===== src/acs_map.vh =====
// constants for the eight-channel converter sequencer block
//
// Functional notes
// - coding bit (control LSB) picks straight binary or twos complement.
// - input split into 4096 equal steps: reference/4096 at range bit 1, 2*ref/4096 at range bit 0.
// - double range plus twos complement: reference gives code zero.
// - range bit 1 spans 0..ref, range bit 0 spans 0..2*ref.
// - each frame outputs zero, three channel bits, twelve result bits.
// - outside a sequence, the address bits pick the converted input.
// - after mask load, convert lowest selected, then next higher each transfer.
// - after the last selected channel, wrap to the first and repeat.
// - write with sequence/mask-select 1,0 leaves a running sequence alone.
// - any other sequence/mask-select pair in a write ends the sequence.
// - sequence/mask-select 1,1 runs channels 0 up to the address bits.
// - consecutive run restarts at 0 after the final channel.
// - 16-bit mask, MSB first, loads only in frame after a 0,1 write.
// - with write bit 1, first 12 data bits load the control register.
// - conversion starts at select fall and takes sixteen serial clocks.
// - with 0,0 each transfer picks next channel, sequencer idle.
`ifndef ACS_MAP_VH
`define ACS_MAP_VH

// control word layout
`define ACS_CTRL_RST    12'h000
`define ACS_B_WRITE     11
`define ACS_B_SEQ       10
`define ACS_ADDR_HI     8
`define ACS_ADDR_LO     6
`define ACS_B_SHADOW    3
`define ACS_B_RANGE     1
`define ACS_B_CODING    0
`define ACS_CTRL_LO     4
`define ACS_MASK_RST    16'h0000

// frame and conversion figures
`define ACS_LAST_BIT    5'd15
`define ACS_LVL_TOP     13'h0FFF
`define ACS_CODE_MAX    12'hFFF
`define ACS_SLOT_TOP    4'hF
`define ACS_BUF_DEPTH   2'd2

// apb map
`define ACS_OFF_CTRL    8'h00
`define ACS_OFF_MASK    8'h04
`define ACS_OFF_STATUS  8'h08
`define ACS_OFF_RESULT  8'h0C

`endif


===== src/acs_sequencer.v =====
// serial converter control: frame engine, sequencer, coding, apb view
`timescale 1ns/100ps
`include "acs_map.vh"
module acs_sequencer (
  input  wire        pclk,
  input  wire        presetn,
  input  wire        psel,
  input  wire        penable,
  input  wire        pwrite,
  input  wire [7:0]  paddr,
  input  wire [31:0] pwdata,
  output reg  [31:0] prdata,
  output reg         pready,
  output reg         pslverr,
  input  wire        cs_n,
  input  wire        sclk,
  input  wire        din,
  output reg         dout,
  output reg         dout_oe,
  input  wire [12:0] sample_level,
  input  wire        sample_valid,
  output wire        sample_ready,
  output reg  [2:0]  mux_channel
);
  // frame states and sequencer modes, one-hot
  localparam ST_IDLE   = 2'b01;
  localparam ST_SHIFT  = 2'b10;
  localparam MD_NONE   = 3'b001;
  localparam MD_MASK   = 3'b010;
  localparam MD_CONS   = 3'b100;

  // ==========================================================
  // pin synchronisers
  reg  [2:0]  pin_s1;
  reg  [2:0]  pin_s2;
  reg  [2:0]  pin_d;
  wire        cs_fall  = ~pin_s2[2] & pin_d[2];
  wire        cs_rise  =  pin_s2[2] & ~pin_d[2];
  wire        sck_fall = ~pin_s2[1] & pin_d[1];
  wire        din_s    =  pin_s2[0];

  // s1 feeds only s2; edges come from s2 against its delayed copy
  always @(posedge pclk or negedge presetn) begin
    if (!presetn) begin
      pin_s1 <= 3'b110;
      pin_s2 <= 3'b110;
      pin_d  <= 3'b110;
    end else begin
      pin_s1 <= {cs_n, sclk, din};
      pin_s2 <= pin_s1;
      pin_d  <= pin_s2;
    end
  end

  // ==========================================================
  // state
  reg  [1:0]  state;
  reg  [4:0]  bit_cnt;
  reg  [15:0] tx_shift;
  reg  [15:0] rx_shift;
  reg  [11:0] ctrl;
  reg  [15:0] mask;
  reg  [2:0]  mode;
  reg         mask_arm;
  reg  [3:0]  slot;
  reg  [2:0]  ch_next;
  reg  [12:0] level_hold;
  reg  [15:0] last_word;
  reg  [15:0] frame_word;
  reg         frame_done;
  reg  [15:0] rx_word;

  wire [2:0]  ctrl_addr = ctrl[`ACS_ADDR_HI:`ACS_ADDR_LO];
  wire        start     = cs_fall & state[0];
  wire        buf_valid;
  wire [12:0] buf_data;
  wire [12:0] level_now = buf_valid ? buf_data : level_hold;
  // whole word kept aside, the shifter loses it bit by bit
  wire [15:0] word_now  = {1'b0, ch_next,
                           quantize(level_now, ctrl[`ACS_B_RANGE],
                                    ctrl[`ACS_B_CODING])};

  // sample levels queue up until a frame takes one
  acs_pair_buffer u_buf (
    .clk       (pclk),
    .rst_n     (presetn),
    .in_data   (sample_level),
    .in_valid  (sample_valid),
    .in_ready  (sample_ready),
    .out_data  (buf_data),
    .out_valid (buf_valid),
    .out_ready (start)
  );

  // ==========================================================
  // code shaping
  function [11:0] quantize;
    input [12:0] lv;
    input        rng;
    input        twos;
    reg   [11:0] c;
    begin
      // one code step per ref/4096 unit, clip above full scale
      if (rng)
        c = (lv > `ACS_LVL_TOP) ? `ACS_CODE_MAX : lv[11:0];
      else
        c = lv[12:1];                 // double span, step 2 units
      // flipping the top bit puts mid-scale at zero
      quantize = twos ? {~c[11], c[10:0]} : c;
    end
  endfunction

  // next selected mask slot after p, wrapping; slot s uses mask bit 15-s
  function [3:0] next_slot;
    input [15:0] m;
    input [3:0]  p;
    integer      i;
    reg   [3:0]  s;
    reg          hit;
    begin
      next_slot = p;
      hit       = 1'b0;
      for (i = 1; i <= 16; i = i + 1) begin
        s = p + i[3:0];
        if (!hit && m[`ACS_SLOT_TOP - s]) begin
          next_slot = s;
          hit       = 1'b1;
        end
      end
    end
  endfunction

  // ==========================================================
  // frame engine: sample at select fall, shift on each clock fall
  always @(posedge pclk or negedge presetn) begin
    if (!presetn) begin
      state       <= ST_IDLE;
      bit_cnt     <= 5'd0;
      tx_shift    <= 16'h0000;
      rx_shift    <= 16'h0000;
      dout        <= 1'b0;
      dout_oe     <= 1'b0;
      frame_done  <= 1'b0;
      rx_word     <= 16'h0000;
      mux_channel <= 3'd0;
      level_hold  <= 13'h0000;
      last_word   <= 16'h0000;
      frame_word  <= 16'h0000;
    end else begin
      frame_done <= 1'b0;
      if (cs_rise)
        dout_oe <= 1'b0;
      case (state)
        ST_IDLE: begin
          if (start) begin
            tx_shift    <= word_now;
            frame_word  <= word_now;
            dout        <= 1'b0;
            dout_oe     <= 1'b1;
            mux_channel <= ch_next;
            level_hold  <= level_now;
            bit_cnt     <= 5'd0;
            state       <= ST_SHIFT;
          end
        end
        ST_SHIFT: begin
          // early select rise drops the frame with no register update
          if (cs_rise) begin
            state <= ST_IDLE;
          end else if (sck_fall) begin
            rx_shift <= {rx_shift[14:0], din_s};
            tx_shift <= {tx_shift[14:0], 1'b0};
            dout     <= tx_shift[14];
            bit_cnt  <= bit_cnt + 5'd1;
            if (bit_cnt == `ACS_LAST_BIT) begin
              frame_done <= 1'b1;
              rx_word    <= {rx_shift[14:0], din_s};
              last_word  <= frame_word;
              state      <= ST_IDLE;
            end
          end
        end
        default: state <= ST_IDLE;
      endcase
    end
  end

  // ==========================================================
  // apb decode
  wire apb_acc   = psel & penable & pready;
  wire ctrl_wr   = apb_acc & pwrite & (paddr == `ACS_OFF_CTRL);

  // ==========================================================
  // sequencer next state
  reg  [11:0] next_ctrl;
  reg  [15:0] next_mask;
  reg  [2:0]  next_mode;
  reg         next_arm;
  reg  [3:0]  next_slot_r;
  reg  [2:0]  next_ch;
  reg         upd;
  reg         adv;
  reg  [11:0] wdata;
  reg  [3:0]  first;

  always @* begin
    next_ctrl   = ctrl;
    next_mask   = mask;
    next_mode   = mode;
    next_arm    = mask_arm;
    next_slot_r = slot;
    next_ch     = ch_next;
    upd         = 1'b0;
    adv         = frame_done;
    wdata       = ctrl;
    first       = next_slot(rx_word, `ACS_SLOT_TOP);
    if (frame_done && mask_arm) begin
      // whole frame is mask data, MSB first
      next_mask = rx_word;
      next_arm  = 1'b0;
      adv       = 1'b0;
      if (rx_word != `ACS_MASK_RST) begin
        next_mode   = MD_MASK;
        next_slot_r = first;
        next_ch     = first[2:0];
      end else begin
        next_mode = MD_NONE;
        next_ch   = ctrl_addr;
      end
    end else begin
      if (frame_done && rx_word[15]) begin
        upd   = 1'b1;
        wdata = rx_word[15:`ACS_CTRL_LO];
      end else if (ctrl_wr) begin
        upd   = 1'b1;
        wdata = pwdata[11:0];
      end
      if (upd) begin
        next_ctrl = wdata;
        case ({wdata[`ACS_B_SEQ], wdata[`ACS_B_SHADOW]})
          2'b10: begin
            // running sequence carries on untouched
            if (mode[0])
              next_ch = wdata[`ACS_ADDR_HI:`ACS_ADDR_LO];
          end
          2'b11: begin
            next_mode = MD_CONS;
            next_ch   = 3'd0;
            adv       = 1'b0;
          end
          2'b01: begin
            next_mode = MD_NONE;
            next_arm  = 1'b1;
            next_ch   = wdata[`ACS_ADDR_HI:`ACS_ADDR_LO];
            adv       = 1'b0;
          end
          default: begin
            next_mode = MD_NONE;
            next_ch   = wdata[`ACS_ADDR_HI:`ACS_ADDR_LO];
            adv       = 1'b0;
          end
        endcase
      end
      if (adv) begin
        case (mode)
          MD_MASK: begin
            next_slot_r = next_slot(mask, slot);
            next_ch     = next_slot_r[2:0];
          end
          MD_CONS: begin
            // final channel reached, restart at zero
            if (mux_channel >= next_ctrl[`ACS_ADDR_HI:`ACS_ADDR_LO])
              next_ch = 3'd0;
            else
              next_ch = mux_channel + 3'd1;
          end
          default: next_ch = next_ctrl[`ACS_ADDR_HI:`ACS_ADDR_LO];
        endcase
      end
    end
  end

  always @(posedge pclk or negedge presetn) begin
    if (!presetn) begin
      ctrl     <= `ACS_CTRL_RST;
      mask     <= `ACS_MASK_RST;
      mode     <= MD_NONE;
      mask_arm <= 1'b0;
      slot     <= 4'h0;
      ch_next  <= 3'd0;
    end else begin
      ctrl     <= next_ctrl;
      mask     <= next_mask;
      mode     <= next_mode;
      mask_arm <= next_arm;
      slot     <= next_slot_r;
      ch_next  <= next_ch;
    end
  end

  // ==========================================================
  // apb slave: data and error fixed in setup, one access cycle
  always @(posedge pclk or negedge presetn) begin
    if (!presetn) begin
      pready  <= 1'b0;
      pslverr <= 1'b0;
      prdata  <= 32'h00000000;
    end else begin
      pready  <= psel & ~penable;
      pslverr <= 1'b0;
      prdata  <= 32'h00000000;
      if (psel && !penable) begin
        case (paddr)
          `ACS_OFF_CTRL:   prdata <= {20'h00000, ctrl};
          `ACS_OFF_MASK:   begin
            prdata  <= {16'h0000, mask};
            pslverr <= pwrite;
          end
          `ACS_OFF_STATUS: begin
            prdata  <= {22'h000000, ~state[0], mask_arm, mode[2:1],
                        mux_channel, ch_next};
            pslverr <= pwrite;
          end
          `ACS_OFF_RESULT: begin
            prdata  <= {16'h0000, last_word};
            pslverr <= pwrite;
          end
          default:         pslverr <= 1'b1;
        endcase
      end
    end
  end
endmodule


===== src/acs_pair_buffer.v =====
// two-entry valid/ready buffer for incoming analog sample levels
`timescale 1ns/100ps
`include "acs_map.vh"
module acs_pair_buffer (
  input  wire        clk,
  input  wire        rst_n,
  input  wire [12:0] in_data,
  input  wire        in_valid,
  output reg         in_ready,
  output wire [12:0] out_data,
  output wire        out_valid,
  input  wire        out_ready
);
  reg [12:0] mem [0:1];
  reg        wr_ptr;
  reg        rd_ptr;
  reg [1:0]  count;
  reg [1:0]  next_count;
  wire       push = in_valid & in_ready;
  wire       pop  = out_valid & out_ready;

  assign out_valid = (count != 2'd0);
  assign out_data  = mem[rd_ptr];

  // ==========================================================
  // occupancy
  always @* begin
    next_count = count;
    if (push && !pop)
      next_count = count + 2'd1;
    else if (pop && !push)
      next_count = count - 2'd1;
  end

  // ready is registered so the top sees a flop, not a gate
  always @(posedge clk or negedge rst_n) begin
    if (!rst_n) begin
      count    <= 2'd0;
      wr_ptr   <= 1'b0;
      rd_ptr   <= 1'b0;
      in_ready <= 1'b0;
    end else begin
      count    <= next_count;
      in_ready <= (next_count != `ACS_BUF_DEPTH);
      if (push)
        wr_ptr <= ~wr_ptr;
      if (pop)
        rd_ptr <= ~rd_ptr;
    end
  end

  // storage carries no reset; only count qualifies it
  always @(posedge clk) begin
    if (push)
      mem[wr_ptr] <= in_data;
  end
endmodule


===== config.mk =====
export PLATFORM = sky130hd
export DESIGN_NAME = acs_sequencer
export DESIGN_NICKNAME = d
export VERILOG_FILES = /design/src/acs_sequencer.v /design/src/acs_pair_buffer.v
export VERILOG_INCLUDE_DIRS = /design/src /design/src/src
export SDC_FILE = /design/constraint.sdc
export NUM_CORES = 1
export LEC_CHECK = 0
export BUFFER_PORTS_ARGS = -buffer_cell sky130_fd_sc_hd__buf_2
export CORE_ASPECT_RATIO = 1.4
export CORE_MARGIN = 8
export CORE_UTILIZATION = 45
export CTS_BUF_LIST = sky130_fd_sc_hd__clkbuf_8
export CTS_CLUSTER_SIZE = 14
export DETAILED_ROUTE_END_ITERATION = 10
export SETUP_SLACK_MARGIN = 0.3
export SLEW_MARGIN = 10
export SYNTH_ARGS = -nofsm -noshare
export SYNTH_HDL_FRONTEND = slang
export SYNTH_SLANG_ARGS = --single-unit

===== constraint.sdc =====
create_clock -name pclk -period 5.3 [get_ports pclk]
set_input_delay 0.53 -clock pclk [delete_from_list [all_inputs] [get_ports pclk]]
set_output_delay 0.53 -clock pclk [all_outputs]
set_load 0.005 [all_outputs]

==> metrics.json, run 1 <==
{
  "layout-drive-gt1-share": {"value": 21.4, "unit": "%"},
  "portBuffers": {"value": 65},
  "pre_cts_slack": {"value": 0.620, "unit": "ns"},
  "setup-violations-final": {"value": 0},
  "synth.largest_area_cell": {"value": "sky130_fd_sc_hd__dfrtp_1"},
  "areaGrowthSynthToFinish": {"value": 8.90, "unit": "%"},
  "tritoncts": {"value": "built"},
  "path_delay_family": {"value": "simple AND/OR/NAND/NOR gates"},
  "grt_overflow": {"value": 0},
  "post_cts.resized_instances": {"value": 0},
  "worstPathRequired": {"value": 5.69, "unit": "ns"},
  "worstPathMaxFanout": {"value": 16},
  "outcome": {"value": "completed"},
  "route.vias.total": {"value": 8224},
  "first_global_vias": {"value": 8335},
  "floorplan.die.width": {"value": 148, "unit": "um"},
  "reg2regPathDepth": {"value": 11},
  "numClockSinks": {"value": 195},
  "totalWireLength": {"value": 28600, "unit": "um"},
  "seq_power_share": {"value": 52.3, "unit": "%"},
  "powerDensity": {"value": 295, "unit": "nW/um^2"},
  "grt_antenna_before_repair": {"value": 0},
  "cts_root_buf": {"value": "sky130_fd_sc_hd__clkbuf_8"},
  "synth-edff-count": {"value": 26},
  "comb_power_share": {"value": 19.7, "unit": "%"},
  "initial_utilization": {"value": 45.7, "unit": "%"},
  "finish.instance_area": {"value": 11900, "unit": "um^2"},
  "grt_pass1_wl": {"value": 45900, "unit": "um"},
  "antenna_cells": {"value": 0},
  "insertion_delay": {"value": 0.47, "unit": "ns"},
  "timing.clock.skew": {"value": 0.0170, "unit": "ns"},
  "post-cts-setup-buffers": {"value": 0},
  "synth_area": {"value": 11000, "unit": "um^2"},
  "synth.lib_cells_used.distinct": {"value": 81},
  "async_reset_ff_share": {"value": 86.7, "unit": "%"},
  "critical_path_startpoint_category": {"value": "flip-flop"},
  "net-switching-power": {"value": 1.07, "unit": "mW"},
  "dieHeight": {"value": 201, "unit": "um"},
  "cts_buffer_depth": {"value": 2},
  "grt_use_total": {"value": 19.8, "unit": "%"},
  "vdd_drop_max": {"value": 0.295, "unit": "mV"},
  "fin_setup_tns": {"value": 0, "unit": "ns"},
  "fmaxAchievable": {"value": 0.210, "unit": "GHz"},
  "hold_violations_final": {"value": 0},
  "crit_arrival": {"value": 5.14, "unit": "ns"},
  "row_count": {"value": 67},
  "grt_setup_unrepaired": {"value": "false"},
  "synth-seq-area-share": {"value": 45.8, "unit": "%"},
  "worst_pin_slew": {"value": 1.02, "unit": "ns"},
  "post-route-period-util": {"value": 89.7, "unit": "%"},
  "crit_path_cell_trace": {"value": "inv_1 -> ha_1 -> mux4_2 -> mux2_2 -> mux2i_4 -> or3b_1 -> nor4b_4 -> a211oi_1 -> o32a_1 -> o31a_1 -> a31oi_1"},
  "wl_met3": {"value": 906, "unit": "um"},
  "worst-path-stages": {"value": 11},
  "detailed_place.area": {"value": 11500, "unit": "um^2"},
  "master_of_the_slowest_instance_on_the_critical_path": {"value": "sky130_fd_sc_hd__nor4b_4"},
  "num-nets-final": {"value": 1183},
  "clk_transition_reported_paths": {"value": 0.09, "unit": "ns"},
  "cts.hold.buffers_added": {"value": 0},
  "synth.avg_cell_area": {"value": 10.3, "unit": "um^2"},
  "gate_count_post_synth": {"value": 1062},
  "synth-main-ff-cell": {"value": "sky130_fd_sc_hd__dfrtp_1"},
  "synth_common_cells": {"value": "sky130_fd_sc_hd__dfrtp_1, sky130_fd_sc_hd__nand2_1, sky130_fd_sc_hd__nor2_1"},
  "cts.htree.levels": {"value": 4},
  "timing.slew.headroom": {"value": 31.6, "unit": "%"},
  "synth_top_cells_by_area": {"value": "sky130_fd_sc_hd__dfrtp_1, sky130_fd_sc_hd__mux4_2, sky130_fd_sc_hd__edfxtp_1"},
  "hpwl": {"value": 21800, "unit": "um"},
  "static_power_due_to_leakage": {"value": 5.54, "unit": "nW"},
  "switching_share": {"value": 30.3, "unit": "%"},
  "fraction_of_synthesized_cell_area_taken_by_the_top_area_cell_type": {"value": 36.7, "unit": "%"},
  "fp.dieArea": {"value": 29700, "unit": "um^2"},
  "timing.max_cap.violations": {"value": 0},
  "share_clk_of_total_power": {"value": 28.0, "unit": "%"},
  "worst-path-buf-inv": {"value": 1},
  "synthMostInstantiatedCell": {"value": "sky130_fd_sc_hd__dfrtp_1"},
  "layout_setup_ws": {"value": 0.547, "unit": "ns"},
  "timing_worst_setup_path_type": {"value": "reg2reg"},
  "wl_met2": {"value": 15300, "unit": "um"},
  "period_needed": {"value": 4.75, "unit": "ns"},
  "worstSetupEndpointType": {"value": "flip-flop"},
  "dpl.cell_count": {"value": 1397},
  "gpl.final_weighted_congestion": {"value": 0.952},
  "largest_net_degree_at_the_start_of_global_routing": {"value": 92},
  "finalNonFillerCells": {"value": 1429},
  "drt-vias-per-instance": {"value": 5.76},
  "core_area": {"value": 24000, "unit": "um^2"},
  "drt_drc_violations_left": {"value": 0},
  "dr.first_iter.drc_count": {"value": 511},
  "report.final.slew_viol_count": {"value": 0},
  "cell_internal_pwr": {"value": 2.45, "unit": "mW"},
  "register_bit_count_reported_by_yosys": {"value": 195},
  "wl_per_cell": {"value": 20.0, "unit": "um"},
  "routedLengthMet1": {"value": 10700, "unit": "um"},
  "design.portCount": {"value": 102},
  "ant_nets": {"value": 0},
  "synth_warn": {"value": 0},
  "hold_path.class": {"value": "in2async"},
  "cts-buffers-inserted": {"value": 17},
  "uppermost_metal_layer_occupied_by_signal_nets": {"value": "met4"},
  "slowest_delay": {"value": 0.74, "unit": "ns"},
  "first_pass_iters": {"value": 6}
}
## layout make-up
type	count	area (um^2)
Clock buffer	19	262
Fill cell	2274	12000
Timing Repair Buffer	90	519
Inverter	24	90.1
Clock inverter	13	150
Sequential cell	195	5020
Multi-Input combinational cell	778	5520
Tap cell	310	388
## flip-flops by register name (all words and copies together), names as in the netlist, 2 cells and up
| signal | flops |
|---|---|
| bit_cnt | 5 |
| u_buf.count | 2 |
| rx_word | 16 |
| ch_next | 3 |
| mask | 16 |
| mux_channel | 3 |
| state | 2 |
| level_hold | 13 |
| u_buf.mem | 26 |
| pin_d | 2 |
| slot | 4 |
| last_word | 15 |
| tx_shift | 15 |
| prdata | 16 |
| ctrl | 12 |
| pin_s2 | 3 |
| mode | 3 |
| frame_word | 12 |
| pin_s1 | 3 |
| rx_shift | 15 |
## stage by stage
stage / util, % / power [mW] / hold slack (ns)
floorplan: - / 2.38 / 0.234
global placement: 48.1 / 2.56 / 0.335
detailed placement: 48.1 / 2.58 / 0.338
CTS: 49.8 / 3.58 / 0.113
global route: 49.8 / 3.75 / 0.107
finish: 49.8 / 3.52 / 0.122
## final timing paths
| check | startpoint | to | slack, ns |
|---|---|---|---|
| max in group asynchronous | presetn | last_word[0] | 4.00 |
| max | slot[1] | slot[1] | 0.55 |
| min reg2reg | pin_s1[0] | pin_s2[0] | 0.36 |
| max reg2reg | slot[1] | slot[1] | 0.55 |
| min in group pclk | sclk | pin_s1[1] | 0.15 |
| min | presetn | rx_shift[6] | 0.12 |
## placed cells by master, fill, tap and decap left out, types with 23 or more instances in the layout
cell type,synthesis,routed
sky130_fd_sc_hd__edfxtp_1,26,26
sky130_fd_sc_hd__buf_4,21,25
sky130_fd_sc_hd__a21oi_1,64,64
sky130_fd_sc_hd__mux2_2,53,53
sky130_fd_sc_hd__buf_2,2,64
sky130_fd_sc_hd__inv_1,22,23
sky130_fd_sc_hd__nand2_1,156,156
sky130_fd_sc_hd__nor2_1,99,97
sky130_fd_sc_hd__o21ai_0,74,74
sky130_fd_sc_hd__dfrtp_1,161,161
sky130_fd_sc_hd__mux4_2,41,41
sky130_fd_sc_hd__mux2i_1,49,49
## cells by family after synthesis
logic type      Yosys count  share of synthesized area (%)
xor+xnor                 16                           1.41
fa+ha+maj                15                           1.71
other cells               1                         0.0342
compound gates          242                           13.8
buf+inv                 104                           4.57
flops                   195                           45.8
simple gates            345                           14.1
mux                     144                           18.5
## power groups by stage
stage               Clock, mW  Sequential [mW]  Combinational (mW)
floorplan                   0             1.84               0.540
global placement            0             1.87               0.693
detailed placement          0             1.87               0.708
CTS                      1.02             1.84               0.710
global route             1.07             1.87               0.813
finish                  0.988             1.84               0.694
## metal layers
layer,vias up,track usage [%]
met2,220,35.3
met5,-,0
met4,0,12.8
li1,3905,-
met3,76,3.18
met1,4023,21.2
No activity file was read; power rests on OpenSTA's default activity.
==> inputs of run 2 (changes only) <==
--- a/config.mk
+++ b/config.mk
@@ -8,7 +8,6 @@
 export LEC_CHECK = 0
 export BUFFER_PORTS_ARGS = -buffer_cell sky130_fd_sc_hd__buf_2
 export CORE_ASPECT_RATIO = 1.4
-export CORE_MARGIN = 8
 export CORE_UTILIZATION = 45
 export CTS_BUF_LIST = sky130_fd_sc_hd__clkbuf_8
 export CTS_CLUSTER_SIZE = 14
==> run 2 against run 1 <==
Against the previous run:
- clock skew shrank 0.0033 ns
- critical endpoint unchanged
- count of clock-buffer cells in the layout shrank 2
- routed wire length shrank 1.9%
- critical path depth grew 1
- maximum frequency grew 6.9%
- sequential power is essentially flat
- hold slack lost 0.0072 ns
- largest cell class unchanged
- largest power group unchanged
- worst setup slack gained 0.31 ns
==> metrics.json, run 2 (synthesis gave the netlist of run 1 again) <==
{
  "report.final.slew_viol_count": {"value": 0, "change": "unchanged"},
  "timing.slew.headroom": {"value": 31.9, "unit": "%", "change": "was 31.6%"},
  "mostFrequentLayoutCells": {"value": "sky130_fd_sc_hd__dfrtp_1, sky130_fd_sc_hd__nand2_1, sky130_fd_sc_hd__nor2_1, sky130_fd_sc_hd__o21ai_0", "change": "unchanged"},
  "tritoncts": {"value": "built", "change": "unchanged"},
  "worstSetupEndpointType": {"value": "flip-flop", "change": "unchanged"},
  "cts.hold.buffers_added": {"value": 0, "change": "unchanged"},
  "drt_drc_violations_left": {"value": 0, "change": "unchanged"},
  "row_count": {"value": 67, "change": "unchanged"},
  "grt_pass1_wl": {"value": 44300, "unit": "um", "change": "was 45900 um"},
  "pre_cts_slack": {"value": 0.912, "unit": "ns", "change": "was 0.620 ns"},
  "timing.max_cap.violations": {"value": 0, "change": "unchanged"},
  "timing_worst_setup_path_type": {"value": "reg2reg", "change": "unchanged"},
  "fmaxAchievable": {"value": 0.225, "unit": "GHz", "change": "was 0.210 GHz"},
  "portBuffers": {"value": 65, "change": "unchanged"},
  "drt-vias-per-instance": {"value": 5.68, "change": "was 5.76"},
  "gpl.final_weighted_congestion": {"value": 0.922, "change": "was 0.952"},
  "hold_path.class": {"value": "in2async", "change": "unchanged"},
  "wl_per_cell": {"value": 19.6, "unit": "um", "change": "was 20.0 um"},
  "cts_root_buf": {"value": "sky130_fd_sc_hd__clkbuf_8", "change": "unchanged"},
  "insertion_delay": {"value": 0.47, "unit": "ns", "change": "about the same"},
  "hold_violations_final": {"value": 0, "change": "unchanged"},
  "max_reg_flops": {"value": 26, "change": "unchanged"},
  "static_power_due_to_leakage": {"value": 5.53, "unit": "nW", "change": "was 5.54 nW"},
  "worstPathRequired": {"value": 5.69, "unit": "ns", "change": "about the same"},
  "post-cts-setup-buffers": {"value": 0, "change": "unchanged"},
  "post-route-period-util": {"value": 83.9, "unit": "%", "change": "was 89.7%"},
  "totalWireLength": {"value": 28100, "unit": "um", "change": "was 28600 um"},
  "outcome": {"value": "completed", "change": "unchanged"},
  "vdd_drop_max": {"value": 0.269, "unit": "mV", "change": "was 0.295 mV"},
  "core_area": {"value": 24000, "unit": "um^2", "change": "unchanged"},
  "finish.instance_area": {"value": 11900, "unit": "um^2", "change": "about the same"},
  "largest_register": {"value": "u_buf.mem", "change": "unchanged"},
  "first_global_vias": {"value": 7869, "change": "was 8335"},
  "crit_path_cell_trace": {"value": "buf_4 -> ha_1 -> xnor2_1 -> mux2_2 -> mux2i_4 -> or3b_1 -> nor4b_4 -> buf_4 -> a211oi_1 -> o32a_1 -> o31a_1 -> a31oi_1", "change": "was inv_1 -> ha_1 -> mux4_2 -> mux2_2 -> mux2i_4 -> or3b_1 -> nor4b_4 -> a211oi_1 -> o32a_1 -> o31a_1 -> a31oi_1"},
  "grt_setup_unrepaired": {"value": "false", "change": "unchanged"},
  "cts.htree.levels": {"value": 4, "change": "unchanged"},
  "worstPathMaxFanout": {"value": 36, "change": "was 16"},
  "dieHeight": {"value": 187, "unit": "um", "change": "was 201 um"},
  "route.vias.total": {"value": 8133, "change": "was 8224"},
  "num-nets-final": {"value": 1185, "change": "was 1183"},
  "cts-buffers-inserted": {"value": 17, "change": "unchanged"},
  "floorplan.die.width": {"value": 134, "unit": "um", "change": "was 148 um"},
  "areaGrowthSynthToFinish": {"value": 8.64, "unit": "%", "change": "was 8.90%"},
  "detailed_place.area": {"value": 11500, "unit": "um^2", "change": "about the same"},
  "clk_transition_reported_paths": {"value": 0.10, "unit": "ns", "change": "was 0.09 ns"},
  "crit_arrival": {"value": 4.84, "unit": "ns", "change": "was 5.14 ns"},
  "grt_use_total": {"value": 23.4, "unit": "%", "change": "was 19.8%"},
  "dr.first_iter.drc_count": {"value": 393, "change": "was 511"},
  "first_pass_iters": {"value": 6, "change": "unchanged"},
  "timing.clock.skew": {"value": 0.0136, "unit": "ns", "change": "was 0.0170 ns"},
  "crit_top_cell": {"value": "sky130_fd_sc_hd__buf_4"},
  "period_needed": {"value": 4.45, "unit": "ns", "change": "was 4.75 ns"},
  "slowest_delay": {"value": 0.56, "unit": "ns", "change": "was 0.74 ns"},
  "cts_buffer_depth": {"value": 2, "change": "unchanged"},
  "mostFrequentLayoutCell": {"value": "sky130_fd_sc_hd__dfrtp_1", "change": "unchanged"},
  "master_of_the_slowest_instance_on_the_critical_path": {"value": "sky130_fd_sc_hd__or3b_1", "change": "was sky130_fd_sc_hd__nor4b_4"},
  "critical_path_startpoint_category": {"value": "flip-flop", "change": "unchanged"},
  "fp.dieArea": {"value": 25000, "unit": "um^2", "change": "was 29700 um^2"},
  "antenna_cells": {"value": 0, "change": "unchanged"},
  "fin_setup_tns": {"value": 0, "unit": "ns", "change": "unchanged"},
  "ant_nets": {"value": 0, "change": "unchanged"},
  "layout_setup_ws": {"value": 0.853, "unit": "ns", "change": "was 0.547 ns"},
  "post_cts.resized_instances": {"value": 0, "change": "unchanged"},
  "powerDensity": {"value": 288, "unit": "nW/um^2", "change": "was 295 nW/um^2"},
  "initial_utilization": {"value": 45.7, "unit": "%", "change": "unchanged"},
  "layout-drive-gt1-share": {"value": 21.4, "unit": "%", "change": "about the same"},
  "largest_net_degree_at_the_start_of_global_routing": {"value": 92, "change": "unchanged"},
  "design.portCount": {"value": 102, "change": "unchanged"},
  "grt_antenna_before_repair": {"value": 0, "change": "unchanged"},
  "numClockSinks": {"value": 195, "change": "unchanged"},
  "hpwl": {"value": 21200, "unit": "um", "change": "was 21800 um"},
  "worst_pin_slew": {"value": 1.02, "unit": "ns", "change": "about the same"},
  "setup-violations-final": {"value": 0, "change": "unchanged"},
  "grt_overflow": {"value": 0, "change": "unchanged"}
}
==> run 2: cell count changes in the layout (fill, tap and decap cells not counted), sizes merged <==
cell and change:
buf +2, clkbuf -2, inv +2, bufinv -1, clkinvlp +1
==> run 2: metal layers <==
layer | global-route usage, % | wire, um | share of wire, % | vias up
met5 | 0 | 0 | 0 | -
met4 | 13.5 | 1590 | 5.7 | 0
met3 | 2.96 | 820 | 2.9 | 73
met2 | 41.7 | 14800 | 53 | 213
met1 | 26.5 | 10900 | 39 | 3935
li1 | - | - | - | 3912
==> run 2: final cells by class <==
class                      instances  area, um^2
clock buffer                      17         234
clock inverter                    15         134
fill                            2246       12100
inverter                          24        90.1
multi-input combinational        778        5520
sequential                       195        5020
tap                              310         388
timing repair buffer              92         534
==> run 2: power breakdown <==
group / internal, mW / switching [mW]
Sequential: 1.73 / 0.105
Clock: 0.377 / 0.535
Combinational: 0.267 / 0.418
==> run 2: metrics by stage <==
| step | hold WS, ns | utilization (%) | std cells | total power, mW |
|---|---|---|---|---|
| after floorplan | 0.234 | - | 1077 | 2.38 |
| after global placement | 0.335 | 48.2 | 1399 | 2.55 |
| after detailed placement | 0.335 | 48.2 | 1399 | 2.57 |
| after CTS | 0.115 | 49.7 | 1431 | 3.48 |
| after global routing | 0.103 | 49.7 | 1431 | 3.66 |
| final | 0.115 | 49.7 | 1431 | 3.44 |
==> run 2: worst max-delay path: cells and delay by family, from the launching register on <==
kind | cells | cell delay [ns]
DFF | 1 | 0.36
adders and majority gates | 1 | 0.46
buffers and inverters | 2 | 0.71
AOI/OAI and AO/OA | 4 | 0.82
muxes | 2 | 0.76
xor gates and xnor gates | 1 | 0.32
and+or+nand+nor | 2 | 0.90
==> run 2: path summary, 6_finish.rpt <==
check | from | to | slack (ns) | cells after the start
worst max-delay path | slot[0] | slot[1] | 0.85 | 12
worst min-delay path | presetn | prdata[8] | 0.11 | 1
worst max register to register | slot[0] | slot[1] | 0.85 | 12
worst min register to register | pin_s1[0] | pin_s2[0] | 0.35 | 0
max in group asynchronous | presetn | rx_word[4] | 4.05 | 2
min in group pclk | cs_n | pin_s1[2] | 0.15 | 1
==> inputs of run 3 (changes only) <==
--- a/config.mk
+++ b/config.mk
@@ -6,6 +6,7 @@
 export SDC_FILE = /design/constraint.sdc
 export NUM_CORES = 1
 export LEC_CHECK = 0
+export ABC_AREA = 1
 export BUFFER_PORTS_ARGS = -buffer_cell sky130_fd_sc_hd__buf_2
 export CORE_ASPECT_RATIO = 1.4
 export CORE_UTILIZATION = 45
==> constraint.sdc (replaced) <==
create_clock -name pclk -period 4.5 [get_ports pclk]
set_input_delay 0.45 -clock pclk [delete_from_list [all_inputs] [get_ports pclk]]
set_output_delay 0.45 -clock pclk [all_outputs]
set_load 0.005 [all_outputs]
==> run 3 against run 2 <==
Against the previous run:
- non-clock buffer count down 5
- worst setup slack gained 0.018 ns
- maximum frequency grew 23%
- die area shrank 5.4%
- clock power rose by 13%
- sequential power grew 18%
- largest cell class is now flip-flops and latches
==> metrics.json, run 3 <==
{
  "outcome": {"value": "completed", "change": "unchanged"},
  "register_bit_count_reported_by_yosys": {"value": 195, "change": "unchanged"},
  "fmaxAchievable": {"value": 0.276, "unit": "GHz", "change": "was 0.225 GHz"},
  "pre_cts_slack": {"value": 0.909, "unit": "ns", "change": "was 0.912 ns"},
  "row_count": {"value": 65, "change": "was 67"},
  "synth_area": {"value": 10400, "unit": "um^2", "change": "was 11000 um^2"},
  "cts_root_buf": {"value": "sky130_fd_sc_hd__clkbuf_8", "change": "unchanged"},
  "dieHeight": {"value": 182, "unit": "um", "change": "was 187 um"},
  "first_pass_iters": {"value": 5, "change": "was 6"},
  "static_power_due_to_leakage": {"value": 5.52, "unit": "nW", "change": "was 5.53 nW"},
  "cts-buffers-inserted": {"value": 17, "change": "unchanged"},
  "mostFrequentLayoutCells": {"value": "sky130_fd_sc_hd__nand2_1, sky130_fd_sc_hd__dfrtp_1, sky130_fd_sc_hd__inv_1, sky130_fd_sc_hd__o21ai_0, sky130_fd_sc_hd__nand3_1", "change": "was sky130_fd_sc_hd__dfrtp_1, sky130_fd_sc_hd__nand2_1, sky130_fd_sc_hd__nor2_1, sky130_fd_sc_hd__o21ai_0"},
  "numClockSinks": {"value": 195, "change": "unchanged"},
  "critical_path_startpoint_category": {"value": "flip-flop", "change": "unchanged"},
  "fin_worst_hold_slack": {"value": 0.0583, "unit": "ns", "change": "was 0.115 ns"},
  "switching_share": {"value": 32.4, "unit": "%", "change": "was 30.8%"},
  "post-cts-setup-buffers": {"value": 0, "change": "unchanged"},
  "dr.first_iter.drc_count": {"value": 492, "change": "was 393"},
  "async_reset_ff_share": {"value": 86.7, "unit": "%", "change": "unchanged"},
  "synth.largest_area_cell": {"value": "sky130_fd_sc_hd__dfrtp_1", "change": "unchanged"},
  "drt-vias-per-instance": {"value": 5.24, "change": "was 5.68"},
  "synth-seq-area-share": {"value": 48.4, "unit": "%", "change": "was 45.8%"},
  "cts.htree.levels": {"value": 4, "change": "unchanged"},
  "fp.dieArea": {"value": 23700, "unit": "um^2", "change": "was 25000 um^2"},
  "setup-violations-final": {"value": 0, "change": "unchanged"},
  "report.final.slew_viol_count": {"value": 0, "change": "unchanged"},
  "comb_power_share": {"value": 19.7, "unit": "%", "change": "was 19.9%"},
  "clk_transition_reported_paths": {"value": 0.10, "unit": "ns", "change": "about the same"},
  "critical_path.reg2reg.startpoint": {"value": "slot[0]", "change": "unchanged"},
  "synth.avg_cell_area": {"value": 8.06, "unit": "um^2", "change": "was 10.3 um^2"},
  "synth_common_cells": {"value": "sky130_fd_sc_hd__nand2_1, sky130_fd_sc_hd__dfrtp_1, sky130_fd_sc_hd__inv_1", "change": "was sky130_fd_sc_hd__dfrtp_1, sky130_fd_sc_hd__nand2_1, sky130_fd_sc_hd__nor2_1"},
  "insertion_delay": {"value": 0.47, "unit": "ns", "change": "about the same"},
  "report.power.total": {"value": 3.98, "unit": "mW", "change": "was 3.44 mW"},
  "seq_power_share": {"value": 54.5, "unit": "%", "change": "was 53.5%"},
  "antenna_cells": {"value": 0, "change": "unchanged"},
  "core_area": {"value": 22600, "unit": "um^2", "change": "was 24000 um^2"},
  "worst_pin_slew": {"value": 1.24, "unit": "ns", "change": "was 1.02 ns"},
  "synth.lib_cells_used.distinct": {"value": 55, "change": "was 81"},
  "synth_warn": {"value": 0, "change": "unchanged"},
  "portBuffers": {"value": 65, "change": "unchanged"},
  "largest_register": {"value": "u_buf.mem", "change": "unchanged"},
  "filler_cell_count": {"value": 2295, "change": "was 2246"},
  "worstSetupEndpointType": {"value": "flip-flop", "change": "unchanged"},
  "worstPathRequired": {"value": 4.91, "unit": "ns", "change": "was 5.69 ns"},
  "timing.clock.skew": {"value": 0.0144, "unit": "ns", "change": "was 0.0136 ns"},
  "totalWireLength": {"value": 28000, "unit": "um", "change": "was 28100 um"},
  "cts_buffer_depth": {"value": 2, "change": "unchanged"},
  "hold_path.class": {"value": "in2async", "change": "unchanged"},
  "powerDensity": {"value": 352, "unit": "nW/um^2", "change": "was 288 nW/um^2"},
  "grt_pass1_wl": {"value": 44100, "unit": "um", "change": "was 44300 um"},
  "grt_setup_unrepaired": {"value": "false", "change": "unchanged"},
  "mostFrequentLayoutCell": {"value": "sky130_fd_sc_hd__nand2_1", "change": "was sky130_fd_sc_hd__dfrtp_1"},
  "post-route-period-util": {"value": 80.6, "unit": "%", "change": "was 83.9%"},
  "crit_arrival": {"value": 4.04, "unit": "ns", "change": "was 4.84 ns"},
  "gpl.final_weighted_congestion": {"value": 0.961, "change": "was 0.922"},
  "design.portCount": {"value": 102, "change": "unchanged"},
  "ant_nets": {"value": 0, "change": "unchanged"},
  "num-nets-final": {"value": 1420, "change": "was 1185"},
  "timing.slew.headroom": {"value": 16.3, "unit": "%", "change": "was 31.9%"},
  "fin_setup_tns": {"value": 0, "unit": "ns", "change": "unchanged"},
  "areaGrowthSynthToFinish": {"value": 8.99, "unit": "%", "change": "was 8.64%"},
  "synth-edff-count": {"value": 26, "change": "unchanged"},
  "period_needed": {"value": 3.63, "unit": "ns", "change": "was 4.45 ns"},
  "synth_top_cells_by_area": {"value": "sky130_fd_sc_hd__dfrtp_1, sky130_fd_sc_hd__nand2_1, sky130_fd_sc_hd__edfxtp_1", "change": "was sky130_fd_sc_hd__dfrtp_1, sky130_fd_sc_hd__mux4_2, sky130_fd_sc_hd__edfxtp_1"},
  "max_reg_flops": {"value": 26, "change": "unchanged"},
  "detailed_place.area": {"value": 11000, "unit": "um^2", "change": "was 11500 um^2"},
  "finish.instance_area": {"value": 11300, "unit": "um^2", "change": "was 11900 um^2"},
  "vdd_drop_max": {"value": 0.314, "unit": "mV", "change": "was 0.269 mV"},
  "wl_per_cell": {"value": 16.9, "unit": "um", "change": "was 19.6 um"},
  "layout_setup_ws": {"value": 0.871, "unit": "ns", "change": "was 0.853 ns"},
  "drt_drc_violations_left": {"value": 0, "change": "unchanged"},
  "largest_net_degree_at_the_start_of_global_routing": {"value": 103, "change": "was 92"},
  "layout-drive-gt1-share": {"value": 13.1, "unit": "%", "change": "was 21.4%"},
  "net-switching-power": {"value": 1.29, "unit": "mW", "change": "was 1.06 mW"},
  "post_cts.resized_instances": {"value": 0, "change": "unchanged"},
  "grt_antenna_before_repair": {"value": 0, "change": "unchanged"},
  "synthMostInstantiatedCell": {"value": "sky130_fd_sc_hd__nand2_1", "change": "was sky130_fd_sc_hd__dfrtp_1"},
  "cell_internal_pwr": {"value": 2.69, "unit": "mW", "change": "was 2.38 mW"},
  "gate_count_post_synth": {"value": 1286, "change": "was 1062"},
  "hpwl": {"value": 21600, "unit": "um", "change": "was 21200 um"},
  "timing_worst_setup_path_type": {"value": "reg2reg", "change": "unchanged"},
  "initial_utilization": {"value": 45.9, "unit": "%", "change": "was 45.7%"},
  "synth-main-ff-cell": {"value": "sky130_fd_sc_hd__dfrtp_1", "change": "unchanged"},
  "grt_use_total": {"value": 25.2, "unit": "%", "change": "was 23.4%"},
  "regToRegSetupSlack": {"value": 0.87, "unit": "ns", "change": "was 0.85 ns"},
  "hold_violations_final": {"value": 0, "change": "unchanged"},
  "worstPathMaxFanout": {"value": 25, "change": "was 36"},
  "tritoncts": {"value": "built", "change": "unchanged"},
  "grt_overflow": {"value": 0, "change": "unchanged"},
  "share_clk_of_total_power": {"value": 25.8, "unit": "%", "change": "was 26.5%"},
  "fraction_of_synthesized_cell_area_taken_by_the_top_area_cell_type": {"value": 38.9, "unit": "%", "change": "was 36.7%"},
  "cts.hold.buffers_added": {"value": 0, "change": "unchanged"},
  "reg2reg_end": {"value": "ch_next[0]", "change": "was slot[1]"},
  "floorplan.die.width": {"value": 130, "unit": "um", "change": "was 134 um"},
  "route.vias.total": {"value": 8684, "change": "was 8133"},
  "reg2regPathDepth": {"value": 27, "change": "was 12"},
  "timing.max_cap.violations": {"value": 0, "change": "unchanged"},
  "first_global_vias": {"value": 8375, "change": "was 7869"}
}
run 3: kinds of logic after synthesis:
logic type                 share of synthesized area (%)
other                                             0.0362
AOI/OAI and AO/OA                                   14.4
adders and majority gates                           1.81
buffers and inverters                               8.93
DFF                                                 48.4
xor gates and xnor gates                            1.24
and+or+nand+nor                                     25.2
run 3: area by class of cell:
type	instances	area, um^2	area share, %
flip-flops and latches	195	5020	44.4
multi-input cells	892	4490	39.7
inverters	150	566	5.00
repair buffers	87	509	4.51
well taps	301	377	3.33
clock buffers	17	234	2.07
clock inverters	15	110	0.974
run 3: stage by stage:
step,instances,utilization [%]
final,1657,50.0
after floorplan,1301,-
after global placement,1625,48.5
after CTS,1657,50.0
after detailed placement,1625,48.5
after global routing,1657,50.0
run 3: worst max-delay path: stages (launching register included):
cell                      delay (ns)
sky130_fd_sc_hd__dfrtp_1        0.42
sky130_fd_sc_hd__buf_4          0.24
sky130_fd_sc_hd__ha_1           0.24
sky130_fd_sc_hd__inv_1          0.07
sky130_fd_sc_hd__nand2_2        0.05
sky130_fd_sc_hd__nand2_2        0.20
sky130_fd_sc_hd__inv_2          0.13
sky130_fd_sc_hd__nand3_1        0.10
sky130_fd_sc_hd__nand2_1        0.10
sky130_fd_sc_hd__nand2_2        0.11
sky130_fd_sc_hd__nand2_4        0.10
sky130_fd_sc_hd__nor2_8         0.14
sky130_fd_sc_hd__nand4_4        0.11
sky130_fd_sc_hd__nor2_4         0.15
sky130_fd_sc_hd__nand2_1        0.16
sky130_fd_sc_hd__o21ai_0        0.37
sky130_fd_sc_hd__nand2_1        0.09
sky130_fd_sc_hd__nand2_1        0.09
sky130_fd_sc_hd__nand2_1        0.05
sky130_fd_sc_hd__nand2_1        0.06
sky130_fd_sc_hd__nand2_1        0.05
sky130_fd_sc_hd__nand2_1        0.06
sky130_fd_sc_hd__nand2_1        0.06
sky130_fd_sc_hd__nand2_1        0.08
sky130_fd_sc_hd__nand2_1        0.06
sky130_fd_sc_hd__nand2_1        0.08
sky130_fd_sc_hd__nand2_1        0.06
sky130_fd_sc_hd__a21oi_2        0.12
run 3: how the worst max path moves through the flow:
stage | start | to | slack, ns | depth (start not counted)
floorplan | slot[1] | ch_next[2] | 1.31 | 27
global placement | state[0] | tx_shift[9] | 0.98 | 10
detailed placement | paddr[5] | ch_next[0] | 0.91 | 18
CTS | state[0] | dout | 0.91 | 9
global route | slot[0] | ch_next[0] | 0.46 | 25
finish | slot[0] | ch_next[0] | 0.87 | 27
run 3: power groups by stage:
stage,clock network (mW),logic [mW],registers [mW]
floorplan,0,0.582,2.17
global placement,0,0.781,2.20
detailed placement,0,0.797,2.20
CTS,1.06,0.801,2.17
global route,1.13,0.905,2.20
finish,1.03,0.784,2.17
run 3: metal layers:
layer	track usage, %	part of all wire (%)
met2	45.0	53
met4	17.9	7.2
met3	4.12	3.3
met5	0	0
met1	26.3	37
